**config.mk**
```make
export PLATFORM = sky130hd
export DESIGN_NAME = flash_host
export DESIGN_NICKNAME = d
export VERILOG_FILES = /design/src/rtl/flash_host_pkg.sv /design/src/rtl/flash_host.sv
export SDC_FILE = /design/constraint.sdc
export NUM_CORES = 1
export LEC_CHECK = 0
export BUFFER_PORTS_ARGS = -buffer_cell sky130_fd_sc_hd__buf_2
export CAP_MARGIN = 20
export CELL_PAD_IN_SITES_DETAIL_PLACEMENT = 0
export CELL_PAD_IN_SITES_GLOBAL_PLACEMENT = 1
export CORE_UTILIZATION = 30
export CTS_CLUSTER_SIZE = 14
export DETAILED_ROUTE_END_ITERATION = 8
export HOLD_SLACK_MARGIN = 0.1
export PLACE_DENSITY_LB_ADDON = 0.1
export SYNTH_ARGS = -nofsm -noshare
export SYNTH_HDL_FRONTEND = slang
export SYNTH_SLANG_ARGS = --single-unit
export TNS_END_PERCENT = 1
```
**constraint.sdc**
```tcl
create_clock -name clk -period 4.5 [get_ports clk]
set_input_delay 0 -clock clk [delete_from_list [all_inputs] [get_ports clk]]
set_output_delay 0 -clock clk [all_outputs]
set_load 0.1 [all_outputs]
```
**src/rtl/flash_host_pkg.sv**
```systemverilog
// package of constants and carriers for the parallel flash bus controller
package flash_host_pkg;

    // ------------------------------------------------------------------
    // widths and timing
    // ------------------------------------------------------------------
    localparam int ADDR_W = 22; // word address width
    localparam int DATA_W = 16; // data bus width
    localparam int CLK_NS = 50; // clock period in ns
    localparam int ADDR_ACCESS_NS = 90; // address_access_time
    localparam int PAGE_ACCESS_NS = 25; // page_access_time
    localparam int OE_ACCESS_NS = 25; // output enable access time
    localparam int WRITE_PULSE_NS = 35; // write enable low time
    localparam int RESET_PULSE_NS = 500; // reset pin low time
    // least times round up to whole cycles
    localparam int ACC_CYC = (ADDR_ACCESS_NS + CLK_NS - 1) / CLK_NS;
    localparam int PACC_CYC = (PAGE_ACCESS_NS + CLK_NS - 1) / CLK_NS;
    localparam int OE_CYC = (OE_ACCESS_NS + CLK_NS - 1) / CLK_NS;
    localparam int WP_CYC = (WRITE_PULSE_NS + CLK_NS - 1) / CLK_NS;
    localparam int RP_CYC = (RESET_PULSE_NS + CLK_NS - 1) / CLK_NS;
    localparam logic [3:0] CNT_ONE = 4'h1; // counter step
    localparam logic [15:0] DATA_ZERO = 16'h0000; // idle data

    // ------------------------------------------------------------------
    // carriers
    // ------------------------------------------------------------------
    typedef enum logic [1:0] {op_read, op_write, op_reset} op_e;

    typedef struct packed {
        op_e op; // requested operation
        logic [21:0] addr; // word address
        logic lsb; // byte lane address, byte mode
        logic [15:0] data; // write data
    } request_s;

    typedef struct packed {
        logic chip_enable_n; // chip select
        logic output_enable_n; // output enable
        logic write_enable_n; // write enable
        logic reset_pin_n; // hardware reset
        logic word_mode; // width select, high for word
        logic program_accelerate; // high voltage request
    } pins_s;

endpackage : flash_host_pkg

```
**src/rtl/flash_host.sv**
```systemverilog
// host controller driving a parallel nor flash over its bus pins
`timescale 1ns/100ps
module flash_host
(
    input wire logic clk,
    input wire logic reset_n,
    input wire flash_host_pkg::request_s req, // command from user
    input wire logic req_valid, // request present
    output logic req_ready, // request taken this cycle
    input wire logic word_mode, // width choice from user
    input wire logic accelerate, // accelerated program wanted
    output logic [15:0] rd_data, // last read result
    output logic rd_valid, // one-cycle read done pulse
    output flash_host_pkg::pins_s pins, // control pins
    output logic [21:0] addr_out, // address pins
    input wire logic [15:0] data_in, // data pins as seen
    output logic [15:0] data_out, // data pins driven
    output logic [15:0] data_oe // per-pin drive enable
);

    // ------------------------------------------------------------------
    // state and registers
    // ------------------------------------------------------------------
    typedef enum logic [2:0] {st_idle, st_read, st_write, st_recover, st_reset} state_e;
    state_e state; // sequencer state
    state_e next_state; // next sequencer state
    logic [3:0] count; // cycles in current phase
    logic [3:0] next_count; // next count
    logic [18:0] page; // page of the last taken request, in either width
    logic page_open; // page still valid under select
    logic [3:0] read_wait_cur; // wait chosen at take

    // ------------------------------------------------------------------
    // decode
    // ------------------------------------------------------------------
    wire is_idle = (state == st_idle); // ready for a request
    wire take = is_idle && req_valid; // request accepted
    wire same_page = page_open && (req.addr[21:3] == page);
    wire [3:0] read_wait = same_page ? 4'(flash_host_pkg::PACC_CYC)
                                     : 4'(flash_host_pkg::ACC_CYC);
    wire [3:0] phase_len = (state == st_read) ? read_wait_cur
                         : (state == st_write) ? 4'(flash_host_pkg::WP_CYC)
                         : (state == st_reset) ? 4'(flash_host_pkg::RP_CYC)
                         : 4'h1;
    wire phase_done = (count == phase_len); // phase finished
    // select stays low through the idle cycle after a read, so that a
    // following read in the same page is not turned into a full access
    wire keep_sel = (state == st_read) && phase_done;

    assign req_ready = take;

    // ------------------------------------------------------------------
    // next state
    // ------------------------------------------------------------------
    always_comb
    begin
        next_state = state;
        next_count = count + flash_host_pkg::CNT_ONE;
        case (state)
            st_idle:
            begin
                next_count = flash_host_pkg::CNT_ONE;
                if (take && req.op == flash_host_pkg::op_read)
                    next_state = st_read;
                else if (take && req.op == flash_host_pkg::op_write)
                    next_state = st_write;
                else if (take)
                    next_state = st_reset;
            end
            st_read, st_write, st_reset:
            begin
                if (phase_done)
                begin
                    next_state = (state == st_read) ? st_idle : st_recover;
                    next_count = flash_host_pkg::CNT_ONE;
                end
            end
            default:
            begin
                next_state = st_idle; // one cycle with all strobes high
                next_count = flash_host_pkg::CNT_ONE;
            end
        endcase
    end

    // ------------------------------------------------------------------
    // sequencer registers
    // ------------------------------------------------------------------
    always_ff @(posedge clk or negedge reset_n)
    begin
        if (!reset_n)
        begin
            state <= st_idle;
            count <= 4'h0;
        end
        else
        begin
            state <= next_state;
            count <= next_count;
        end
    end

    // request and page tracking
    always_ff @(posedge clk or negedge reset_n)
    begin
        if (!reset_n)
        begin
            read_wait_cur <= 4'h1;
            page <= 19'h0_0000;
            page_open <= 1'b0;
        end
        else if (take)
        begin
            read_wait_cur <= read_wait;
            page <= req.addr[21:3];
            // page stays open only across back to back reads
            page_open <= (req.op == flash_host_pkg::op_read);
        end
        else if (state == st_idle)
        begin
            page_open <= 1'b0; // select lifted, full access next time
        end
    end

    // ------------------------------------------------------------------
    // pin drive
    // ------------------------------------------------------------------
    wire reading = (state == st_read);
    wire writing = (state == st_write);

    always_ff @(posedge clk or negedge reset_n)
    begin
        if (!reset_n)
        begin
            pins <= '{1'b1, 1'b1, 1'b1, 1'b0, 1'b1, 1'b0};
            addr_out <= 22'h00_0000;
            data_out <= flash_host_pkg::DATA_ZERO;
            data_oe <= 16'h0000;
        end
        else
        begin
            pins.chip_enable_n <= !(next_state == st_read || next_state == st_write || keep_sel);
            pins.output_enable_n <= !(next_state == st_read);
            pins.write_enable_n <= !(next_state == st_write);
            pins.reset_pin_n <= !(next_state == st_reset);
            pins.word_mode <= word_mode;
            pins.program_accelerate <= accelerate && (next_state == st_write);
            if (take)
                addr_out <= req.addr;
            if (take && req.op == flash_host_pkg::op_write)
                data_out <= word_mode ? req.data : {req.lsb, 7'h00, req.data[7:0]};
            else if (take)
                data_out <= {req.lsb, 15'h0000};
            // byte mode keeps the top pin as low address for every cycle
            data_oe <= (next_state == st_write) ? (word_mode ? 16'hFFFF : 16'h80FF)
                     : (word_mode ? 16'h0000 : 16'h8000);
        end
    end

    // read capture once access time has passed
    always_ff @(posedge clk or negedge reset_n)
    begin
        if (!reset_n)
        begin
            rd_data <= flash_host_pkg::DATA_ZERO;
            rd_valid <= 1'b0;
        end
        else
        begin
            rd_valid <= reading && phase_done;
            if (reading && phase_done)
                rd_data <= pins.word_mode ? data_in : {8'h00, data_in[7:0]};
        end
    end
endmodule : flash_host

```
Word-level counts from Yosys, hierarchy flattened
Index checks and enable logic that the tools add are counted.
{"block": "word_totals", "register_bits": 108, "latch_bits": 0, "ram_bits": 0, "romBits": 0, "input_bits": 62, "output_inout_bits": 78, "elab_cells": 64, "memories": 0}
{"block": "classes", "add_sub_neg": 1, "multipliers": 0, "n_div": 0, "magnitude_cmp": 0, "eq_ne": 9, "shift": 0, "mux": 21, "n_bitwise": 0, "n_reduce_logical": 17}
{"cell": "16-bit 2-to-1 mux", "n": 6}
{"cell": "4-bit 2-to-1 mux", "n": 5}
{"cell": "19-bit == test", "n": 1}
{"cell": "15-bit 2-to-1 mux", "n": 1}
{"cell": "3-bit 2-to-1 mux", "n": 4}
{"cell": "3-bit by 1-bit == test with 1-bit output, second input constant", "n": 2}
{"cell": "3-bit by 2-bit == test with 1-bit output, second input constant", "n": 2}
{"cell": "3-bit == test, second input constant", "n": 2}
{"cell": "1-bit logical AND", "n": 6}
{"cell": "3-bit one-hot mux with 2 select lines", "n": 1}
{"cell": "4-bit by 1-bit adder with 4-bit output, second input constant", "n": 1}
{"cell": "4-bit == test", "n": 1}
{"cell": "1-bit logical NOT", "n": 4}
{"cell": "2-bit 2-to-1 mux", "n": 2}
{"cell": "2-bit nonzero test", "n": 2}
{"cell": "3-bit logical NOT", "n": 1}
{"cell": "3-bit OR reduction", "n": 1}
{"cell": "2-bit by 1-bit == test with 1-bit output, second input constant", "n": 1}
{"cell": "2-bit logical NOT", "n": 1}
{"cell": "1-bit logical OR", "n": 2}
{"cell": "1-bit 2-to-1 mux", "n": 2}

Longest topological paths before layout
Gate-level depths: netlist of the first run.
{"block": "depth", "ltp_word": 11, "ltp_mapped": 8, "ltp_nobuf": 5}

Least setup slack after synthesis of the first run
OpenSTA, ideal clock, no wires.
{"block": "synth_path", "path_kind": "flip-flop to flip-flop", "from": "register state[1]", "to": "register page[0]", "setup_time_ns": 0.069, "arrival_time_ns": 2.272, "required_time_ns": 4.431, "slack_ns": 2.159, "stages_incl_launch_ff": 8, "path_buffers": 2, "synth_period_minus_slack_ns": 2.341, "path_cell_list": "dfrtp_1 -> buf_2 -> nor3_1 -> nand2_1 -> inv_2 -> clkbuf_1 -> nand2_1 -> nand2_1"}
{"block": "synth_between", "elab_chain_len": 2}
{"item": "from (decl)", "line": "flash_host.sv:25", "text": "state_e state;"}
{"item": "from (signal assigned)", "line": "flash_host.sv:93", "text": "state <= st_idle;"}
{"item": "from (signal assigned)", "line": "flash_host.sv:98", "text": "state <= next_state;"}
{"item": "3-bit logical NOT", "line": "flash_host.sv:36", "text": "wire is_idle = (state == st_idle);"}
{"item": "1-bit logical AND", "line": "flash_host.sv:37", "text": "wire take = is_idle && req_valid;"}
{"item": "named net req_ready", "line": "flash_host.sv:9", "text": "output logic req_ready,"}
{"item": "to (signal assigned)", "line": "flash_host.sv:115", "text": "page <= req.addr[21:3];"}
{"item": "to (decl)", "line": "flash_host.sv:29", "text": "logic [18:0] page;"}
The timed path passes the listed nets, and every way through them passes these cells.
A chain may end at the register's enable or synchronous reset.

Worst setup path after layout of the first run
{"block": "layout_path", "from": "register state[0]", "to": "register rd_data[4]"}
{"block": "layout_between", "elab_chain_len": 6, "word_cells_on_any_way": 8, "cone_classes": "4 x eq/ne; 3 x mux; 1 x reduce/logical"}
{"item": "3-bit == test", "line": "flash_host.sv:43", "text": ": (state == st_reset) ? 4'(flash_host_pkg::RP_CYC)"}
{"item": "4-bit 2-to-1 mux", "line": "flash_host.sv:43"}
{"item": "4-bit 2-to-1 mux", "line": "flash_host.sv:42", "text": ": (state == st_write) ? 4'(flash_host_pkg::WP_CYC)"}
{"item": "4-bit 2-to-1 mux", "line": "flash_host.sv:41", "text": "wire [3:0] phase_len = (state == st_read) ? read_wait_cur"}
{"item": "4-bit == test", "line": "flash_host.sv:45", "text": "wire phase_done = (count == phase_len);"}
{"item": "1-bit logical AND (*)", "line": "flash_host.sv:171", "text": "if (reading && phase_done)"}
{"item": "to (signal assigned)", "line": "flash_host.sv:165", "text": "rd_data <= flash_host_pkg::DATA_ZERO;"}
{"item": "to (signal assigned)", "line": "flash_host.sv:172", "text": "rd_data <= pins.word_mode ? data_in : {8'h00, data_in[7:0]};"}
{"item": "to (decl)", "line": "flash_host.sv:12", "text": "output logic [15:0] rd_data,"}
Every way passes the cells marked *; elsewhere a longest branch is shown, timed or not.

==> results of run 1 <==
logic make-up after synthesis:
| group | synth area share, % |
|---|---|
| AND/OR/NAND/NOR | 16.02 |
| flip-flops | 56.51 |
| XOR/XNOR | 6.393 |
| buffers and inverters | 6.773 |
| adder cells (fa/ha/maj) | 0.3805 |
| multiplexers | 5.822 |
| AO/OA/AOI/OAI | 8.105 |
through the flow:
stage | hold slack (ps) | instance area [um^2] | std cells | utilization (%) | setup slack (ps)
floorplan | -295.6 | 3288 | 298 | - | 2159
global placement | 165.6 | 3986 | 548 | 38.10 | 1606
detailed placement | 160.9 | 3986 | 548 | 38.10 | 1590
CTS | 209.5 | 4827 | 624 | 46.14 | 1562
global route | 215.3 | 4827 | 624 | 46.14 | 1381
finish | 225.2 | 4827 | 624 | 46.14 | 1613
worst register-to-register path, cell delays in order, from the launching register on:
cell and delay [ps]:
dfrtp_1 510, or3b_4 460, xnor2_1 140, a211oi_2 350
and4_1 880, mux2_2 420
how the worst min path moves through the flow:
stage | start | end | cells past startpoint
finish | req_valid | page_open | 3
global route | req_valid | page_open | 3
CTS | req_valid | page_open | 3
detailed placement | word_mode | pins[1] | 1
global placement | word_mode | pins[1] | 1
floorplan | reset_n | addr_out[0] | 0
metal layers:
| layer | vias to the layer above | part of all wire [%] | GRT usage [%] | routed length [um] |
|---|---|---|---|---|
| met2 | 90 | 49 | 25.35 | 3981 |
| met5 | - | 0 | 0 | 0 |
| li1 | 1336 | - | - | - |
| met1 | 1283 | 44 | 17.02 | 3583 |
| met4 | 0 | 0.98 | 4.305 | 80 |
| met3 | 6 | 6.3 | 4.863 | 513 |
flip-flops by register name, indices dropped and copies added (netlist names), 2 cells and up:
name / cells
data_out: 16
data_oe: 3
addr_out: 3
pins: 6
page: 19
read_wait_cur: 2
count: 4
state: 3
rd_data: 16
what timing repair did:
item                                   in CTS  in global routing
endpoints found under the hold margin     132                  0
hold buffers                               60                  0
gates resized for setup                     0                  0
cell usage after synthesis (2+ instances only):
master      n
a21o_1      2
a21oi_1     3
a22o_1     15
and2_1      4
buf_2       3
buf_4      14
clkbuf_1    6
dfrtp_1    69
dfstp_2     5
inv_1      11
mux2_2      9
mux2i_1     9
nand2_1    78
nand2b_1    2
nand4_1     2
nand4bb_1   2
nor2_1      8
nor3_1      2
nor4_1      4
o21ai_0     3
o21bai_1    2
xnor2_1     7
xor2_1     17
area by class of cell:
| type | instances | area share [%] |
|---|---|---|
| multi-input combinational | 186 | 25.01 |
| sequential | 74 | 38.49 |
| timing repair buffer | 200 | 27.06 |
| tap | 136 | 3.525 |
| inverter | 12 | 0.9331 |
| clock buffer | 9 | 2.566 |
| clock inverter | 7 | 2.411 |
==> metrics.txt, run 1 <==
# TYPE chip_impl_metric gauge
chip_impl_metric{name="post_cts_buffers",unit=""} 0
chip_impl_metric{name="fin_skew",unit="ps"} 11.57
chip_impl_metric{name="worstRegToRegCells",unit=""} 5
chip_impl_info{name="synthFlopType",value="dfrtp_1"} 1
chip_impl_metric{name="hpwlAfterDp",unit="mm"} 5.289
chip_impl_metric{name="grt_first_pass_wirelength",unit="mm"} 12.87
chip_impl_metric{name="share_of_async_settable_or_async_resettable_flops_after_synthesis",unit="%"} 100.0
chip_impl_metric{name="worst_path_largest_cell_delay",unit="ps"} 880
chip_impl_metric{name="count_of_maximum_capacitance_violations",unit=""} 0
chip_impl_metric{name="area_growth_syn_to_layout",unit="%"} 46.80
chip_impl_metric{name="netlist-cell-type-count",unit=""} 44
chip_impl_metric{name="vias_per_cell",unit=""} 4.351
chip_impl_metric{name="reg2reg_setup_slack",unit="ps"} 1610
chip_impl_metric{name="die_width",unit="um"} 106.7
chip_impl_metric{name="drcViolationCount",unit=""} 0
chip_impl_info{name="min_path_type",value="input port to flop"} 1
chip_impl_metric{name="core",unit="mm^2"} 0.01046
chip_impl_metric{name="timing.setup.tns",unit="ps"} 0
chip_impl_metric{name="dieArea",unit="mm^2"} 0.01138
chip_impl_metric{name="syn_avg_cell_area",unit="um^2"} 11.03
chip_impl_metric{name="htreeDepth",unit=""} 3
chip_impl_metric{name="gr-usage-all-layers",unit="%"} 14.59
chip_impl_metric{name="cts.sink_count",unit=""} 74
chip_impl_metric{name="cp_data_required_time",unit="ps"} 4720
chip_impl_metric{name="syn_nets",unit=""} 361
chip_impl_metric{name="ioPinCount",unit=""} 140
chip_impl_metric{name="cp_data_arrival_time",unit="ps"} 3110
chip_impl_info{name="final_common_cell",value="buf_2"} 1
chip_impl_metric{name="mappedNetlistArea",unit="mm^2"} 0.003288
chip_impl_metric{name="worst-path-buf-inv",unit=""} 0
chip_impl_metric{name="floorplan.initialDensity",unit="%"} 31.43
chip_impl_info{name="worst_setup_path_endpoint",value="rd_data[4]"} 1
chip_impl_metric{name="drt.antenna.violating_nets",unit=""} 0
chip_impl_info{name="worstSetupPathType",value="flop to flop"} 1
chip_impl_metric{name="fp-row-count",unit=""} 37
chip_impl_metric{name="pin_count_of_the_biggest_net_entering_global_routing",unit=""} 75
chip_impl_metric{name="multiInputGateArea",unit="mm^2"} 0.001207
chip_impl_metric{name="port-buffer-count",unit=""} 139
chip_impl_info{name="crit_path_start_kind",value="flop"} 1
chip_impl_metric{name="ys_warn_count",unit=""} 0
chip_impl_metric{name="gp_congestion",unit=""} 0.7203
chip_impl_metric{name="final-hold-violation-count",unit=""} 0
chip_impl_info{name="crit_slowest_cell",value="and4_1"} 1
chip_impl_metric{name="critical_path.max_fanout",unit=""} 19
chip_impl_metric{name="drive_above_1_share",unit="%"} 36.48
chip_impl_metric{name="wl_per_cell",unit="um"} 13.08
chip_impl_info{name="timing.critical_path.max_delay_family",value="simple AND/OR/NAND/NOR gates"} 1
chip_impl_metric{name="synth_sequential_area_ratio",unit="%"} 56.51
chip_impl_metric{name="measured_slew_at_the_worst_slew_check_pin",unit="ps"} 957.8
chip_impl_metric{name="totalWireLength",unit="mm"} 8.159
chip_impl_metric{name="slew_headroom",unit="%"} 36.15
chip_impl_metric{name="dr.first_iter.drc_count",unit=""} 108
chip_impl_info{name="clock-root-buffer",value="clkbuf_8"} 1
chip_impl_info{name="grt_setup_unrepaired",value="false"} 1
chip_impl_metric{name="first_global_vias",unit=""} 2708
chip_impl_info{name="cts_tree",value="done"} 1
chip_impl_info{name="rr_endpoint",value="rd_data[4]"} 1
chip_impl_metric{name="diodes",unit=""} 0
chip_impl_metric{name="critical_path_depth",unit=""} 5
chip_impl_metric{name="layout.nets",unit=""} 546
chip_impl_info{name="run_status",value="finished clean"} 1
chip_impl_metric{name="yosys_register_bits",unit=""} 74
chip_impl_metric{name="post_synth_edffs",unit=""} 0
chip_impl_metric{name="post_synth_inst_count",unit=""} 298
chip_impl_metric{name="firstDrtPassIters",unit=""} 4
chip_impl_info{name="rr_startpoint",value="state[0]"} 1
chip_impl_metric{name="global_route.overflow_total",unit=""} 0
chip_impl_info{name="synth.top_cells.by_area",value="dfrtp_1, nand2_1, xor2_1"} 1
chip_impl_metric{name="die_height",unit="um"} 106.7
chip_impl_metric{name="dr_total_vias",unit=""} 2715
chip_impl_info{name="critPathCaptureType",value="flop"} 1
chip_impl_metric{name="period_share",unit="%"} 64.15
chip_impl_metric{name="antenna_found_initial",unit=""} 0
chip_impl_metric{name="synth_top_area_share",unit="%"} 52.51
chip_impl_info{name="worst_setup_path_startpoint",value="state[0]"} 1
chip_impl_metric{name="setup_violations",unit=""} 0
chip_impl_metric{name="fill_cells",unit=""} 996
chip_impl_info{name="synth_area_leader_cell",value="dfrtp_1"} 1
chip_impl_metric{name="timing.final.max_slew_violations",unit=""} 0
chip_impl_metric{name="fmax",unit="MHz"} 346.4
chip_impl_info{name="timing.critical_path.cells",value="or3b_4 > xnor2_1 > a211oi_2 > and4_1 > mux2_2"} 1
chip_impl_metric{name="finalWorstPathRequiredPeriod",unit="ps"} 2887
chip_impl_metric{name="ff_latch_area",unit="mm^2"} 0.001858
chip_impl_metric{name="clock_latency_on_the_worst_skew_pair",unit="ps"} 340
chip_impl_metric{name="max-clock-path-buffers",unit=""} 2
chip_impl_info{name="mostFrequentLayoutCells",value="buf_2, nand2_1, dfrtp_1"} 1
chip_impl_metric{name="cts-buffers-inserted",unit=""} 9
chip_impl_metric{name="clk_pin_slew_worst_paths",unit="ps"} 90
Power of run 1 is left out: the tool's default activity adds up to more than one toggle a clock period on the data nets, which glitch-free logic cannot reach.
==> run 2: changes to the inputs <==
clock period = 2.34 ns   (was 4.5 ns; I/O delays follow)
==> run 2 against run 1 <==
First-iteration DRC count down 19%. Largest cell class unchanged. Via count up 0.81%. Non-clock buffer count up 8. Clock-buffer cell count up 1. Sequential cell count unchanged.
==> metrics.txt, run 2 (same netlist as run 1, synthesis figures left out) <==
# TYPE chip_impl_metric gauge
chip_impl_metric{name="fin_skew",unit="ps"} 11.04
chip_impl_info{name="clock-root-buffer",value="clkbuf_8"} 1
chip_impl_metric{name="gr-usage-all-layers",unit="%"} 14.49
chip_impl_metric{name="max-clock-path-buffers",unit=""} 2
chip_impl_metric{name="holdWs",unit="ps"} 124.8
chip_impl_info{name="min_path_type",value="input port to flop"} 1
chip_impl_metric{name="hpwlAfterDp",unit="mm"} 5.559
chip_impl_metric{name="period_share",unit="%"} 93.65
chip_impl_info{name="final_common_cell",value="buf_2"} 1
chip_impl_metric{name="grt_first_pass_wirelength",unit="mm"} 12.88
chip_impl_info{name="crit_path_start_kind",value="flop"} 1
chip_impl_metric{name="final-hold-violation-count",unit=""} 0
chip_impl_metric{name="global_route.overflow_total",unit=""} 0
chip_impl_metric{name="timing.final.max_slew_violations",unit=""} 0
chip_impl_metric{name="cp_data_required_time",unit="ps"} 2570
chip_impl_metric{name="dieArea",unit="mm^2"} 0.01138
chip_impl_metric{name="floorplan.initialDensity",unit="%"} 31.43
chip_impl_info{name="worstSetupPathType",value="flop to flop"} 1
chip_impl_metric{name="fmax",unit="MHz"} 456.3
chip_impl_metric{name="cts-buffers-inserted",unit=""} 9
chip_impl_metric{name="ioPinCount",unit=""} 140
chip_impl_metric{name="drcViolationCount",unit=""} 0
chip_impl_metric{name="slew_headroom",unit="%"} 36.70
chip_impl_metric{name="cp_data_arrival_time",unit="ps"} 2420
chip_impl_metric{name="area_growth_syn_to_layout",unit="%"} 47.98
chip_impl_metric{name="setup_violations",unit=""} 0
chip_impl_info{name="reg.largest.list",value="page: 19 flops, data_out: 16 flops, rd_data: 16 flops"} 1
chip_impl_metric{name="die_height",unit="um"} 106.7
chip_impl_metric{name="measured_slew_at_the_worst_slew_check_pin",unit="ps"} 949.5
chip_impl_metric{name="dr.first_iter.drc_count",unit=""} 88
chip_impl_metric{name="timing.setup.tns",unit="ps"} 0
chip_impl_metric{name="dr_total_vias",unit=""} 2737
chip_impl_info{name="run_status",value="finished clean"} 1
chip_impl_metric{name="critical_path.max_fanout",unit=""} 19
chip_impl_metric{name="antenna_found_initial",unit=""} 0
chip_impl_metric{name="fill_cells",unit=""} 1037
chip_impl_metric{name="layout.nets",unit=""} 554
chip_impl_metric{name="clk_pin_slew_worst_paths",unit="ps"} 80
chip_impl_info{name="critPathCaptureType",value="flop"} 1
chip_impl_info{name="cts_tree",value="done"} 1
chip_impl_metric{name="die_width",unit="um"} 106.7
chip_impl_metric{name="largest_reg_flops",unit=""} 19
chip_impl_metric{name="core",unit="mm^2"} 0.01046
chip_impl_info{name="largest-register",value="page"} 1
chip_impl_metric{name="cts.sink_count",unit=""} 74
chip_impl_metric{name="vias_per_cell",unit=""} 4.331
chip_impl_metric{name="finalWorstPathRequiredPeriod",unit="ps"} 2191
chip_impl_metric{name="htreeDepth",unit=""} 3
chip_impl_metric{name="fp-row-count",unit=""} 37
chip_impl_info{name="mostFrequentLayoutCells",value="buf_2, nand2_1, dfrtp_1"} 1
chip_impl_metric{name="drive_above_1_share",unit="%"} 37.50
chip_impl_metric{name="pin_count_of_the_biggest_net_entering_global_routing",unit=""} 75
chip_impl_metric{name="firstDrtPassIters",unit=""} 4
chip_impl_metric{name="count_of_maximum_capacitance_violations",unit=""} 0
chip_impl_metric{name="first_global_vias",unit=""} 2687
chip_impl_metric{name="clock_latency_on_the_worst_skew_pair",unit="ps"} 340
chip_impl_metric{name="drt.antenna.violating_nets",unit=""} 0
chip_impl_info{name="grt_setup_unrepaired",value="false"} 1
chip_impl_metric{name="diodes",unit=""} 0
chip_impl_metric{name="wl_per_cell",unit="um"} 12.87
chip_impl_metric{name="totalWireLength",unit="mm"} 8.132
chip_impl_metric{name="gp_congestion",unit=""} 0.7390
chip_impl_metric{name="port-buffer-count",unit=""} 139
## run 2: per-stage QoR
stage / utilization, % / setup WS (ps) / cells / area [um^2]
floorplan: - / 142.5 / 298 / 3289
global placement: 39.01 / 192.3 / 557 / 4081
detailed placement: 39.01 / 153.4 / 557 / 4081
CTS: 46.51 / 135.5 / 632 / 4866
global route: 46.51 / 47.21 / 632 / 4866
finish: 46.51 / 148.6 / 632 / 4866
## run 2: timing repair
| action | in CTS | in global routing |
|---|---|---|
| buffers inserted | 0 | 0 |
| hold buffers | 59 | 0 |
| gates resized for setup | 0 | 0 |
| endpoints found under the hold margin | 130 | 0 |
## run 2: path summary, 6_finish.rpt
| kind | startpoint | end | slack (ps) | cells past startpoint |
|---|---|---|---|---|
| min in group asynchronous | reset_n | pins[0] | 340 | 2 |
| hold / removal | req_valid | read_wait_cur[1] | 120 | 4 |
| hold reg to reg | addr_out[0] | addr_out[0] | 470 | 2 |
| setup reg to reg | state[2] | rd_data[0] | 150 | 6 |
| setup / recovery | state[2] | rd_data[0] | 150 | 6 |
| max in group asynchronous | reset_n | addr_out[0] | 1370 | 2 |
## run 2: final cells by class
type,count,area [um^2],area share (%)
Timing Repair Buffer,208,1391,28.59
Sequential cell,74,1858,38.18
Clock buffer,10,127.6,2.623
Multi-Input combinational cell,186,1207,24.81
Clock inverter,6,66.31,1.363
Tap cell,136,170.2,3.497
Inverter,12,45.04,0.9257
## run 2: worst max-delay path: stages, from the launching register on
cell and delay, ps:
dfrtp_1 480, or3b_4 440, xnor2_1 150, a211oi_2 230, and4_1 270, buf_12 180, mux2_2 340
## run 2: per-layer routing
layer	part of all wire, %	GRT usage [%]	routed length (um)	vias up
met3	5.4	3.465	436	9
met4	1.1	5.284	90	0
li1	-	-	-	1352
met5	0	0	0	-
met2	48	24.33	3897	81
met1	46	18.07	3708	1295
Power of run 2 is left out for the same reason.
==> run 3: changes to the inputs <==
BUFFER_PORTS_ARGS = -buffer_cell sky130_fd_sc_hd__clkbuf_2   (was -buffer_cell sky130_fd_sc_hd__buf_2)
CTS_BUF_LIST = sky130_fd_sc_hd__clkbuf_4 sky130_fd_sc_hd__clkbuf_8 sky130_fd_sc_hd__clkbuf_16   (was default)
==> run 3 against run 2 <==
Global-route usage up 0.69 points. Maximum frequency is essentially flat. Sequential cell count unchanged. Die area unchanged. Critical path type unchanged. Highest routed layer unchanged.
==> metrics.txt, run 3 (same netlist as run 1, synthesis figures left out) <==
# TYPE chip_impl_metric gauge
chip_impl_metric{name="critical_path.max_fanout",unit=""} 19
chip_impl_metric{name="grt_util_met3",unit="%"} 3.951
chip_impl_info{name="cts_tree",value="done"} 1
chip_impl_metric{name="pin_count_of_the_biggest_net_entering_global_routing",unit=""} 75
chip_impl_info{name="clock-root-buffer",value="clkbuf_8"} 1
chip_impl_info{name="min_path_type",value="input port to flop"} 1
chip_impl_metric{name="timing.setup.tns",unit="ps"} 0
chip_impl_info{name="critPathCaptureType",value="flop"} 1
chip_impl_metric{name="vias_per_cell",unit=""} 4.279
chip_impl_metric{name="fill_cells",unit=""} 1037
chip_impl_info{name="reg.largest.list",value="page: 19 flops, data_out: 16 flops, rd_data: 16 flops"} 1
chip_impl_metric{name="worstRegToRegCells",unit=""} 6
chip_impl_metric{name="drive_above_1_share",unit="%"} 37.55
chip_impl_metric{name="fin_skew",unit="ps"} 17.26
chip_impl_metric{name="largest_reg_flops",unit=""} 19
chip_impl_metric{name="layout.nets",unit=""} 556
chip_impl_info{name="worstSetupPathType",value="flop to flop"} 1
chip_impl_metric{name="core",unit="mm^2"} 0.01046
chip_impl_metric{name="period_share",unit="%"} 93.58
chip_impl_info{name="worst_setup_path_startpoint",value="state[2]"} 1
chip_impl_info{name="mostFrequentLayoutCells",value="clkbuf_2, nand2_1, dfrtp_1"} 1
chip_impl_metric{name="die_height",unit="um"} 106.7
chip_impl_info{name="grt_setup_unrepaired",value="false"} 1
chip_impl_metric{name="antenna_found_initial",unit=""} 0
chip_impl_metric{name="dr.first_iter.drc_count",unit=""} 111
chip_impl_info{name="rr_endpoint",value="rd_data[3]"} 1
chip_impl_metric{name="ioPinCount",unit=""} 140
chip_impl_metric{name="htreeDepth",unit=""} 3
chip_impl_metric{name="wl_per_cell",unit="um"} 12.96
chip_impl_metric{name="measured_slew_at_the_worst_slew_check_pin",unit="ps"} 946.1
chip_impl_metric{name="post_cts_buffers",unit=""} 0
chip_impl_metric{name="firstDrtPassIters",unit=""} 4
chip_impl_metric{name="groute.layer.met1.usage",unit="%"} 18.23
chip_impl_metric{name="cp_data_required_time",unit="ps"} 2570
chip_impl_metric{name="timing.final.max_slew_violations",unit=""} 0
chip_impl_metric{name="reg2reg_setup_slack",unit="ps"} 150
chip_impl_metric{name="slew_headroom",unit="%"} 36.92
chip_impl_info{name="final_common_cell",value="clkbuf_2"} 1
chip_impl_metric{name="dieArea",unit="mm^2"} 0.01138
chip_impl_info{name="worst_setup_path_endpoint",value="rd_data[3]"} 1
chip_impl_metric{name="global_route.overflow_total",unit=""} 0
chip_impl_metric{name="clk_pin_slew_worst_paths",unit="ps"} 80
chip_impl_metric{name="cts-buffers-inserted",unit=""} 9
chip_impl_info{name="largest-register",value="page"} 1
chip_impl_metric{name="dr_total_vias",unit=""} 2713
chip_impl_metric{name="diodes",unit=""} 0
chip_impl_metric{name="first_global_vias",unit=""} 2750
chip_impl_metric{name="gp_congestion",unit=""} 0.7460
chip_impl_metric{name="cts.sink_count",unit=""} 74
chip_impl_metric{name="die_width",unit="um"} 106.7
chip_impl_metric{name="hpwlAfterDp",unit="mm"} 5.501
chip_impl_metric{name="setup_violations",unit=""} 0
chip_impl_metric{name="groute.layer.met2.usage",unit="%"} 26.18
chip_impl_metric{name="final-hold-violation-count",unit=""} 0
chip_impl_metric{name="gr-usage-all-layers",unit="%"} 15.18
chip_impl_metric{name="totalWireLength",unit="mm"} 8.216
chip_impl_metric{name="drt.antenna.violating_nets",unit=""} 0
chip_impl_metric{name="cp_data_arrival_time",unit="ps"} 2420
chip_impl_info{name="run_status",value="finished clean"} 1
chip_impl_metric{name="fmax",unit="MHz"} 456.7
chip_impl_info{name="global_route.peak_usage_layer",value="met2"} 1
chip_impl_metric{name="port-buffer-count",unit=""} 139
chip_impl_metric{name="timing.hold.worst_path_depth",unit=""} 5
chip_impl_metric{name="drcViolationCount",unit=""} 0
chip_impl_metric{name="fp-row-count",unit=""} 37
chip_impl_metric{name="finalWorstPathRequiredPeriod",unit="ps"} 2190
chip_impl_metric{name="floorplan.initialDensity",unit="%"} 31.43
chip_impl_metric{name="grt_first_pass_wirelength",unit="mm"} 13.42
chip_impl_metric{name="clock_latency_on_the_worst_skew_pair",unit="ps"} 350
chip_impl_info{name="crit_path_start_kind",value="flop"} 1
chip_impl_info{name="rr_startpoint",value="state[2]"} 1
chip_impl_metric{name="count_of_maximum_capacitance_violations",unit=""} 0
chip_impl_metric{name="area_growth_syn_to_layout",unit="%"} 49.24
chip_impl_metric{name="max-clock-path-buffers",unit=""} 2
## run 3: timing repair
item                                    in CTS  in global routing
gates resized for setup                      0                  1
endpoints found under the setup margin       0                  2
hold buffers                                62                  0
hold endpoints to repair                   130                  0
## run 3: worst min path at each step
stage               from           to  slack (ps)
6_report       req_valid  addr_out[1]         140
5_1_grt        req_valid  addr_out[1]         160
4_1_cts        req_valid  addr_out[1]         140
3_5_place_dp   word_mode      pins[1]         170
3_3_place_gp   word_mode      pins[1]         170
2_1_floorplan    reset_n  addr_out[0]        -300
## run 3: through the flow
step	cells	hold WS [ps]	util, %	worst slack (ps)	instance area (um^2)
after detailed placement	556	165.1	38.94	156.8	4074
after floorplan	298	-295.6	-	142.5	3289
after CTS	634	141.9	46.85	72.19	4902
after global routing	634	159.9	46.90	15.59	4907
after global placement	556	167.4	38.94	186.1	4074
final	634	136.8	46.90	150.1	4907
## run 3: area by class of cell
cell class	count	area [um^2]	area share (%)
flip-flops and latches	74	1858	37.86
multi-input cells	186	1212	24.71
clock buffers	10	137.6	2.805
well taps	136	170.2	3.468
inverters	12	45.04	0.9179
clock inverters	6	70.07	1.428
repair buffers	210	1414	28.81
## run 3: layer usage
| layer | routed length [um] | part of all wire (%) | vias to the layer above |
|---|---|---|---|
| met5 | 0 | 0 | - |
| li1 | - | - | 1359 |
| met1 | 3635 | 44 | 1258 |
| met4 | 112 | 1.4 | 0 |
| met3 | 419 | 5.1 | 8 |
| met2 | 4049 | 49 | 88 |
## run 3: worst max-delay path: stages (launching register included)
cell and delay (ps):
dfrtp_1 490, or3b_4 450, xnor2_1 150, a211oi_2 210
and4_1 260, buf_12 180, mux2_2 340
Power of run 3 is left out for the same reason.
